--- src/shared/rxwb_pkg.sv ---
// rxwb_pkg: constants and carrier types for the receive status write-back.
// assumes a single bus clock domain; no imports, use rxwb_pkg::name.
package rxwb_pkg;

  // descriptor status word layout
  localparam int STAT_W = 32;
  localparam int LEN_W = 13;
  localparam int BIT_SUMMARY = 14;
  localparam int BIT_DONE = 15;
  localparam int BIT_OVERRUN = 16;
  localparam int BIT_SHORT = 17;
  localparam int BIT_ALIGN = 18;
  localparam int BIT_CHECKSUM = 19;
  localparam int BIT_TOOLONG = 20;
  localparam int BIT_TRAILING = 23;
  localparam int BIT_OVERFLOW = 24;
  localparam int BIT_INLINE = 28;

  // descriptor geometry and frame figures
  localparam logic [31:0] STATUS_OFFSET = 32'h0000_0004;
  localparam logic [31:0] INLINE_BUF_OFFSET = 32'h0000_0008;
  localparam logic [15:0] INLINE_BUF_BYTES = 16'h05F8;
  localparam logic [12:0] SHORT_FRAME_BYTES = 13'h003C;
  localparam logic [12:0] FCS_BYTES = 13'h0004;
  localparam logic [15:0] LIMIT_RESET = 16'h05EE;

  // register offsets of the control port
  localparam logic [7:0] REG_CTRL = 8'h00;
  localparam logic [7:0] REG_LIMIT = 8'h04;
  localparam logic [7:0] REG_STATE = 8'h08;
  localparam logic [7:0] REG_LAST = 8'h0C;
  localparam logic [7:0] REG_INT_STATUS = 8'h10;
  localparam logic [7:0] REG_INT_CLEAR = 8'h14;
  localparam logic [7:0] REG_INT_ENABLE = 8'h18;

  // control and event bit positions
  localparam int CTRL_ENABLE = 0;
  localparam logic CTRL_RESET = 1'h0;
  localparam int EV_W = 4;
  localparam int EV_DONE = 0;
  localparam int EV_ERROR = 1;
  localparam int EV_OVERFLOW = 2;
  localparam int EV_NOT_READY = 3;

  // raw conditions handed over by the receive path at frame end
  typedef struct packed {
    logic overrun;
    logic alignment;
    logic checksum;
    logic trailing;
    logic [LEN_W-1:0] len;
  } rxwb_mac_t;

  // evaluated per-frame flags
  typedef struct packed {
    logic overrun;
    logic shortFrame;
    logic alignment;
    logic checksum;
    logic tooLong;
    logic trailing;
    logic summary;
  } rxwb_flags_t;

  // host memory write request for the status word
  typedef struct packed {
    logic req;
    logic [31:0] addr;
    logic [STAT_W-1:0] data;
  } rxwb_mem_wr_t;

endpackage

--- src/hw/rxwb_frame_check.sv ---
// rxwb_frame_check: turns raw frame-end conditions into status flags.
// assumes frameEnd is a one-cycle pulse on mclk with frameInfo beside it.
`timescale 1ns/1ps
module rxwb_frame_check
(
  input wire logic mclk,
  input wire logic rst,
  input wire logic frameEnd,
  input rxwb_pkg::rxwb_mac_t frameInfo,
  input wire logic [15:0] sizeLimit,
  output logic flagsValid,
  output rxwb_pkg::rxwb_flags_t flags
);

  typedef struct packed {
    logic valid;
    rxwb_pkg::rxwb_flags_t flags;
  } rxwb_chk_t;

  rxwb_chk_t s;
  rxwb_chk_t next_s;
  logic [12:0] bodyLen;

  // body length runs from destination address to end of payload
  assign bodyLen = frameInfo.len - rxwb_pkg::FCS_BYTES;

  // flags are held until the next frame end
  always_comb
  begin
    next_s = s;
    next_s.valid = frameEnd;
    if (frameEnd)
    begin
      next_s.flags.overrun = frameInfo.overrun; // see RULE1
      // a length below the fcs is short as well
      next_s.flags.shortFrame = (frameInfo.len < rxwb_pkg::FCS_BYTES) ||
        (bodyLen < rxwb_pkg::SHORT_FRAME_BYTES); // see RULE2
      next_s.flags.alignment = frameInfo.alignment; // see RULE3
      next_s.flags.checksum = frameInfo.checksum; // see RULE4
      next_s.flags.tooLong =
        ({3'h0, frameInfo.len} >= sizeLimit); // see RULE5
      // trailing bits stay out of the summary
      next_s.flags.trailing = frameInfo.trailing; // see RULE7
      next_s.flags.summary = frameInfo.overrun || frameInfo.alignment ||
        frameInfo.checksum || next_s.flags.shortFrame ||
        next_s.flags.tooLong; // see RULE15
    end
  end

  always_ff @(posedge mclk or posedge rst)
  begin
    if (rst)
      s <= '0;
    else
      s <= next_s;
  end

  assign flagsValid = s.valid;
  assign flags = s.flags;

endmodule // rxwb_frame_check

--- src/hw/rxwb_status_writeback.sv ---
// rxwb_status_writeback: receive descriptor check, buffer-space policing
// and status word write-back with a small control port and interrupt.
// assumes the descriptor fetch, byte mover and memory writer sit on mclk.
//
// Contract
// RULE1 - set overrun flag bit 16 when receive buffer filled faster than drained
// RULE2 - set short frame flag bit 17 when body under 60 bytes
// RULE3 - set alignment fault flag bit 18 on alignment error
// RULE4 - set checksum fault flag bit 19 on frame check mismatch
// RULE5 - set too-long flag bit 20 when size reaches the limit
// RULE6 - error flags mean nothing until transfer-done reads one
// RULE7 - trailing extra bits reported at bit 23, never an error
// RULE8 - keep what fits, discard rest, set overflow bit 24
// RULE9 - inline enable gives one 1528-byte buffer at descriptor plus 0x08
// RULE10 - sample inline enable with the done check before receive DMA
// RULE11 - written value of inline enable bit is undefined
// RULE12 - host rewrites inline enable each time it hands descriptor back
// RULE13 - copy internal receive status to descriptor offset 0x04 at end
// RULE14 - set transfer-done bit 15 once frame is fully moved
// RULE15 - set summary error bit 14 on any of the five errors
// RULE16 - reserved positions 21-22, 25-27, 29-31 written as zero
//
// The address-and-strobe port and the register offsets are this design's own decisions.
`timescale 1ns/1ps
module rxwb_status_writeback
(
  input wire logic mclk,
  input wire logic rst,
  input wire logic [7:0] regAddr,
  input wire logic [31:0] regWrData,
  input wire logic regWr,
  input wire logic regRd,
  output logic [31:0] regRdData,
  input wire logic descCheck,
  input wire logic [31:0] descAddr,
  input wire logic [31:0] descStatusWord,
  input wire logic [15:0] descFragBytes,
  output logic descAccept,
  output logic descReject,
  output logic bufInline,
  output logic [31:0] bufBase,
  output logic [15:0] bufBytes,
  input wire logic rxByteValid,
  output logic byteKeep,
  output logic byteDrop,
  input wire logic frameEnd,
  input rxwb_pkg::rxwb_mac_t frameInfo,
  output rxwb_pkg::rxwb_mem_wr_t wbReq,
  input wire logic wbAck,
  output logic irq
);

  typedef enum logic [1:0] {
    RXWB_IDLE,
    RXWB_RECV,
    RXWB_EVAL,
    RXWB_WRITE
  } rxwb_phase_t;

  typedef struct packed {
    rxwb_phase_t phase;
    logic enable;
    logic [15:0] limit;
    logic [31:0] rdData;
    logic accept;
    logic reject;
    logic inlineMode;
    logic [31:0] descBase;
    logic [31:0] base;
    logic [15:0] capacity;
    logic [15:0] moved;
    logic overflow;
    logic keep;
    logic drop;
    rxwb_pkg::rxwb_mac_t info;
    rxwb_pkg::rxwb_mem_wr_t wr;
    logic [31:0] lastWord;
    logic [rxwb_pkg::EV_W-1:0] intStatus;
    logic [rxwb_pkg::EV_W-1:0] intEnable;
    logic irq;
  } rxwb_state_t;

  rxwb_state_t s;
  rxwb_state_t next_s;
  logic chkValid;
  rxwb_pkg::rxwb_flags_t chkFlags;
  logic [rxwb_pkg::EV_W-1:0] events;
  logic [rxwb_pkg::STAT_W-1:0] statusWord;
  logic [6:0] regHit;

  // one decode serves both the write and the read side, so the two can
  // never disagree on which offset is which; unmapped gives no hit
  function automatic logic [6:0] reg_decode(input logic [7:0] a);
    logic [6:0] hit;
    hit = '0;
    if (a == rxwb_pkg::REG_CTRL)
      hit[0] = 1'h1;
    else if (a == rxwb_pkg::REG_LIMIT)
      hit[1] = 1'h1;
    else if (a == rxwb_pkg::REG_STATE)
      hit[2] = 1'h1;
    else if (a == rxwb_pkg::REG_LAST)
      hit[3] = 1'h1;
    else if (a == rxwb_pkg::REG_INT_STATUS)
      hit[4] = 1'h1;
    else if (a == rxwb_pkg::REG_INT_CLEAR)
      hit[5] = 1'h1;
    else if (a == rxwb_pkg::REG_INT_ENABLE)
      hit[6] = 1'h1;
    return hit;
  endfunction

  // register offset decode
  assign regHit = reg_decode(regAddr);

  // flag evaluation is registered, so write-back waits one cycle for it
  rxwb_frame_check u_check
  (
    .mclk(mclk),
    .rst(rst),
    .frameEnd(frameEnd && (s.phase == RXWB_RECV)),
    .frameInfo(frameInfo),
    .sizeLimit(s.limit),
    .flagsValid(chkValid),
    .flags(chkFlags)
  );

  // assemble the status word; every unnamed position stays zero
  always_comb
  begin
    statusWord = '0; // see RULE16
    statusWord[rxwb_pkg::LEN_W-1:0] = s.info.len;
    statusWord[rxwb_pkg::BIT_SUMMARY] = chkFlags.summary; // see RULE15
    statusWord[rxwb_pkg::BIT_DONE] = 1'h1; // see RULE14
    statusWord[rxwb_pkg::BIT_OVERRUN] = chkFlags.overrun; // see RULE1
    statusWord[rxwb_pkg::BIT_SHORT] = chkFlags.shortFrame; // see RULE2
    statusWord[rxwb_pkg::BIT_ALIGN] = chkFlags.alignment; // see RULE3
    statusWord[rxwb_pkg::BIT_CHECKSUM] = chkFlags.checksum; // see RULE4
    statusWord[rxwb_pkg::BIT_TOOLONG] = chkFlags.tooLong; // see RULE5
    statusWord[rxwb_pkg::BIT_TRAILING] = chkFlags.trailing; // see RULE7
    statusWord[rxwb_pkg::BIT_OVERFLOW] = s.overflow; // see RULE8
    // inline position is free to hold anything; zero is the cheapest
    statusWord[rxwb_pkg::BIT_INLINE] = 1'h0; // see RULE11
  end

  // main sequencing, byte policing, events and register port
  always_comb
  begin
    next_s = s;
    events = '0;
    next_s.accept = 1'h0;
    next_s.reject = 1'h0;
    next_s.keep = 1'h0;
    next_s.drop = 1'h0;
    next_s.rdData = '0;

    case (s.phase)
      RXWB_IDLE:
      begin
        if (descCheck && s.enable)
        begin
          // a done bit still set means the host has not handed it back
          if (descStatusWord[rxwb_pkg::BIT_DONE])
          begin
            next_s.reject = 1'h1;
            events[rxwb_pkg::EV_NOT_READY] = 1'h1;
          end
          else
          begin
            // inline enable sampled in the same check as the done bit
            next_s.accept = 1'h1;
            next_s.descBase = descAddr;
            next_s.inlineMode =
              descStatusWord[rxwb_pkg::BIT_INLINE]; // see RULE10
            next_s.moved = '0;
            next_s.overflow = 1'h0;
            if (descStatusWord[rxwb_pkg::BIT_INLINE])
            begin
              next_s.base = descAddr +
                rxwb_pkg::INLINE_BUF_OFFSET; // see RULE9
              next_s.capacity = rxwb_pkg::INLINE_BUF_BYTES; // see RULE9
            end
            else
            begin
              next_s.base = '0;
              next_s.capacity = descFragBytes;
            end
            next_s.phase = RXWB_RECV;
          end
        end
      end

      RXWB_RECV:
      begin
        // bytes past the buffer space are dropped, not stalled
        if (rxByteValid)
        begin
          if (s.moved < s.capacity)
          begin
            next_s.keep = 1'h1;
            next_s.moved = s.moved + 16'h0001;
          end
          else
          begin
            next_s.drop = 1'h1; // see RULE8
            next_s.overflow = 1'h1; // see RULE8
          end
        end
        if (frameEnd)
        begin
          next_s.info = frameInfo;
          next_s.phase = RXWB_EVAL;
        end
      end

      RXWB_EVAL:
      begin
        if (chkValid)
        begin
          // status lands at offset 0x04 of the descriptor
          next_s.wr.req = 1'h1;
          next_s.wr.addr = s.descBase +
            rxwb_pkg::STATUS_OFFSET; // see RULE13
          next_s.wr.data = statusWord; // see RULE13
          next_s.lastWord = statusWord;
          next_s.phase = RXWB_WRITE;
        end
      end

      RXWB_WRITE:
      begin
        // done and errors are announced together, only once written
        if (wbAck)
        begin
          next_s.wr.req = 1'h0;
          events[rxwb_pkg::EV_DONE] = 1'h1; // see RULE6
          events[rxwb_pkg::EV_ERROR] =
            s.wr.data[rxwb_pkg::BIT_SUMMARY]; // see RULE6
          events[rxwb_pkg::EV_OVERFLOW] =
            s.wr.data[rxwb_pkg::BIT_OVERFLOW];
          next_s.phase = RXWB_IDLE;
        end
      end

      default:
      begin
        next_s.phase = RXWB_IDLE;
      end
    endcase

    // register writes
    // unmapped and read-only offsets are ignored
    if (regWr)
    begin
      if (regHit[0])
      begin
        next_s.enable = regWrData[rxwb_pkg::CTRL_ENABLE];
      end
      else if (regHit[1])
      begin
        next_s.limit = regWrData[15:0];
      end
      else if (regHit[5])
      begin
        next_s.intStatus = s.intStatus & ~regWrData[rxwb_pkg::EV_W-1:0];
      end
      else if (regHit[6])
      begin
        next_s.intEnable = regWrData[rxwb_pkg::EV_W-1:0];
      end
    end

    // a new event wins over a clear in the same cycle
    next_s.intStatus = next_s.intStatus | events;

    // register reads; answer stands in the following cycle only
    if (regRd)
    begin
      if (regHit[0])
      begin
        next_s.rdData = {31'h0, s.enable};
      end
      else if (regHit[1])
      begin
        next_s.rdData = {16'h0, s.limit};
      end
      else if (regHit[2])
      begin
        next_s.rdData = {s.moved, 12'h0, s.overflow, s.inlineMode,
          s.phase};
      end
      else if (regHit[3])
      begin
        next_s.rdData = s.lastWord;
      end
      else if (regHit[4])
      begin
        next_s.rdData = {28'h0, s.intStatus};
      end
      else if (regHit[6])
      begin
        next_s.rdData = {28'h0, s.intEnable};
      end
      // unmapped and write-only offsets read as zero
      else
      begin
        next_s.rdData = '0;
      end
    end

    // level interrupt follows the registered status and enable
    next_s.irq = |(next_s.intStatus & next_s.intEnable);
  end

  // the whole block state registers here
  always_ff @(posedge mclk or posedge rst)
  begin
    if (rst)
    begin
      // fields with a named reset value follow the blanket clear
      s <= '0;
      s.phase <= RXWB_IDLE;
      s.enable <= rxwb_pkg::CTRL_RESET;
      s.limit <= rxwb_pkg::LIMIT_RESET;
    end
    else
    begin
      s <= next_s;
    end
  end

  // outputs straight from the state flops
  assign regRdData = s.rdData;
  assign descAccept = s.accept;
  assign descReject = s.reject;
  assign bufInline = s.inlineMode;
  assign bufBase = s.base;
  assign bufBytes = s.capacity;
  assign byteKeep = s.keep;
  assign byteDrop = s.drop;
  assign wbReq = s.wr;
  assign irq = s.irq;

endmodule // rxwb_status_writeback

--- config.mk ---
export PLATFORM = sky130hd
export DESIGN_NAME = rxwb_status_writeback
export DESIGN_NICKNAME = d
export VERILOG_FILES = /design/src/shared/rxwb_pkg.sv /design/src/hw/rxwb_frame_check.sv /design/src/hw/rxwb_status_writeback.sv
export SDC_FILE = /design/constraint.sdc
export NUM_CORES = 1
export LEC_CHECK = 0
export BUFFER_PORTS_ARGS = -buffer_cell sky130_fd_sc_hd__buf_4
export CAP_MARGIN = 10
export CORE_ASPECT_RATIO = 0.75
export CORE_UTILIZATION = 55
export CTS_CLUSTER_SIZE = 8
export DETAILED_ROUTE_END_ITERATION = 8
export PLACE_DENSITY_LB_ADDON = 0.05
export SYNTH_ARGS = -nofsm -noshare
export SYNTH_HDL_FRONTEND = slang
export SYNTH_HIERARCHICAL = 1
export SYNTH_SLANG_ARGS = --single-unit
--- constraint.sdc ---
create_clock -name mclk -period 8.4 [get_ports mclk]
set_input_delay 0.42 -clock mclk [delete_from_list [all_inputs] [get_ports mclk]]
set_output_delay 0.42 -clock mclk [all_outputs]
set_load 0.05 [all_outputs]
==> out/metrics.yaml <==
antenna_left: 0
p_total_uw: 3780
core_sq_mm: 0.0224
ys_ff_latch: 238
layout_commonest_cell: "buf_4"
start_util_pct: 56.9
drt_iter0_markers: 519
vias: 9177
num_io_pins: 296
synth-edff-count: 0
critPathBufInv: 3
max_slew_margin_pct: 29.8
endpoint_kind: "register"
grt_pass1_vias: 8994
fin_crit_ns: 3.75
synthDistinctLibCells: 74
grt_max_degree: 150
vias_per_cell: 5.51
clkLatencyLatePin_ns: 0.50
syn_to_final_growth_pct: 14.6
rows: 47
clock-sinks: 238
grt-ovfl-total: 0
grt_pass1_wl_um: 48600
fin_ws_ns: 4.65
outcome: "complete, no violations"
path_max_fanout: 88
regArea_sq_mm: 0.00597
wl_per_cell_um: 18.1
path_clk_slew_ns: 0.05
maxCapViolations: 0
gr-usage-all-layers_pct: 26.0
p_leak_uw: 0.00702
worst_path_max_delay_cell: "nand2_1"
start_kind: "register"
synth_warnings: 6
critical-path-max-stage-delay_ns: 0.95
tns_ns: 0
setup_violations: 0
cts_max_path_buffers: 3
finalMaxSlewViolations: 0
n_fill_cell: 1815
cts.repair.resized: 0
drc: 0
hp-class: "in2reg"
cts_buffers: 35
htree_levels: 2
worst_pin_slew_ns: 1.05
synth_area_sq_mm: 0.0127
powerDensity_mw_per_mm2: 259
cp_top_family: "buffers and inverters"
post-route-period-util_pct: 44.7
cts_tree: "done"
rsz0062_at_grt: "false"
r2r_cells: 8
place_ws_ns: 4.64
rr_endpoint: "bufBase[14]$_DFFE_PP0P_"
die_y_um: 134
syn_area_per_cell_sq_um: 10.0
final_nets: 1539
r2r_slack_ns: 4.65
multiInputGateArea_sq_mm: 0.00526
timing.fmax_mhz: 266
crit_required_ns: 8.71
mostFrequentLayoutCells: "buf_4 (241), dfrtp_1 (230), nand2_1 (209)"
cts.root.buffer_cell: "clkbuf_16"
whs_path_depth: 3
ys_seq_area_share_pct: 46.8
finClkSkew_ns: 0.0193
dr.pass1.iters: 5
holdPathEnd: "s[192]$_DFFE_PP0P_"
hold_violations: 0
portBuffers: 239
drive_above_1_share_pct: 28.6
synthArstFlopShare_pct: 100
die_area_sq_mm: 0.0238
arrival_ns: 4.06
max-vdd-ir-drop_uv: 139
ys.flop_type: "dfrtp_1"
antenna_found_initial: 0
critPathKind: "reg2reg"
die_w_um: 178
min-delay-start: "descAddr[2]"
critical_path.cell_chain: "inv_1, ha_1, nand3_1, nand2b_4, buf_4, inv_2, nand2_1, o21ai_0"
gp_congestion: 0.873
totalWireLength_um: 30200
dpl.hpwl_um: 20800
antenna_cells: 0
r2r-start: "s[274]$_DFFE_PP0P_"
synth_cells: 1269
[synthesized netlist by cell type (all sizes together) (10+ instances only)]
library cell  instances  area (sq um)
dfrtp               230          5760
nand2               212           806
buf                 173          1280
o21ai                92           468
mux2                 63           747
inv                  53           199
nor2                 48           180
xnor2                42           368
ha                   37           463
nand3                32           195
clkbuf               27           101
and3                 24           150
a22oi                23           173
a31oi                22           138
nor3                 21           115
a21oi                19          95.1
nand4                17           143
xor2                 14           123
and4                 12           113
nor4                 12           144
mux2i                10           100
[final cells by class]
class / count / share of cell area [%]
multi-input cells: 787 / 36.0
well taps: 294 / 2.52
clock buffers: 52 / 6.79
inverters: 53 / 1.41
repair buffers: 242 / 12.5
flip-flops and latches: 238 / 40.8
[report_power, final]
part	switching (uW)	leakage [uW]	internal (uW)	total (uW)
Sequential	147	0.00314	1330	1480
Clock	480	0.000480	802	1280
Combinational	670	0.00340	355	1020
Total	1300	0.00702	2490	3780
[per-stage QoR]
step                      instances  cell area (sq um)  util (%)  hold WS, ns
final                          1666              14600      65.2        0.148
after global routing           1666              14600      65.2        0.138
after CTS                      1666              14600      65.2        0.128
after detailed placement       1613              13600      60.7        0.429
after global placement         1613              13600      60.7        0.426
after floorplan                1278              12800         -        0.236
[worst min-delay path, delay by kind of cell]
| kind | cells | cell delay [ns] |
|---|---|---|
| buffers and inverters | 1 | 0.09 |
| AND/OR/NAND/NOR | 2 | 0.09 |
[worst max-delay path by stage]
stage                            start                      end  slack [ns]  depth (start not counted)
finish              s[274]$_DFFE_PP0P_  bufBase[14]$_DFFE_PP0P_        4.65                          8
global route        s[274]$_DFFE_PP0P_  bufBase[27]$_DFFE_PP0P_        4.25                          8
CTS                 s[274]$_DFFE_PP0P_  bufBase[14]$_DFFE_PP0P_        4.58                          8
detailed placement  s[274]$_DFFE_PP0P_  bufBase[19]$_DFFE_PP0P_        4.64                          8
global placement    s[274]$_DFFE_PP0P_  bufBase[27]$_DFFE_PP0P_        4.81                          8
floorplan                          rst   bufBase[0]$_DFFE_PP0P_        1.69                          1
[logic make-up after synthesis]
kind of cell | after synthesis | synth area share (%)
buffers and inverters | 253 | 12.4
AOI/OAI and AO/OA | 201 | 10.1
adders and majority gates | 37 | 3.63
muxes | 73 | 6.64
DFF | 238 | 46.8
and+or+nand+nor | 410 | 16.6
other | 1 | 0.0294
xor gates and xnor gates | 56 | 3.85
[flip-flops by register name, indices dropped and copies added, names as in the netlist]
| name | cells |
|---|---|
| bufBase | 32 |
| descReject | 1 |
| descAccept | 1 |
| bufInline | 1 |
| regRdData | 32 |
| bufBytes | 16 |
| irq | 1 |
| s | 89 |
| u_check/flags | 7 |
| u_check/flagsValid | 1 |
| wbReq | 55 |
| byteDrop | 1 |
| byteKeep | 1 |
[routing by layer]
layer | up-vias | track usage, % | routed length [um]
li1 | 4367 | - | -
met1 | 4474 | 39.0 | 14500
met2 | 285 | 38.0 | 13200
met3 | 51 | 5.24 | 1850
met4 | 0 | 7.17 | 590
met5 | - | 0 | 0
[what timing repair did]
item | CTS | global route
hold buffers | 1 | 0
setup buffers | 0 | 0
hold endpoints to repair | 8 | 0
(Power assumes the default switching activity.)
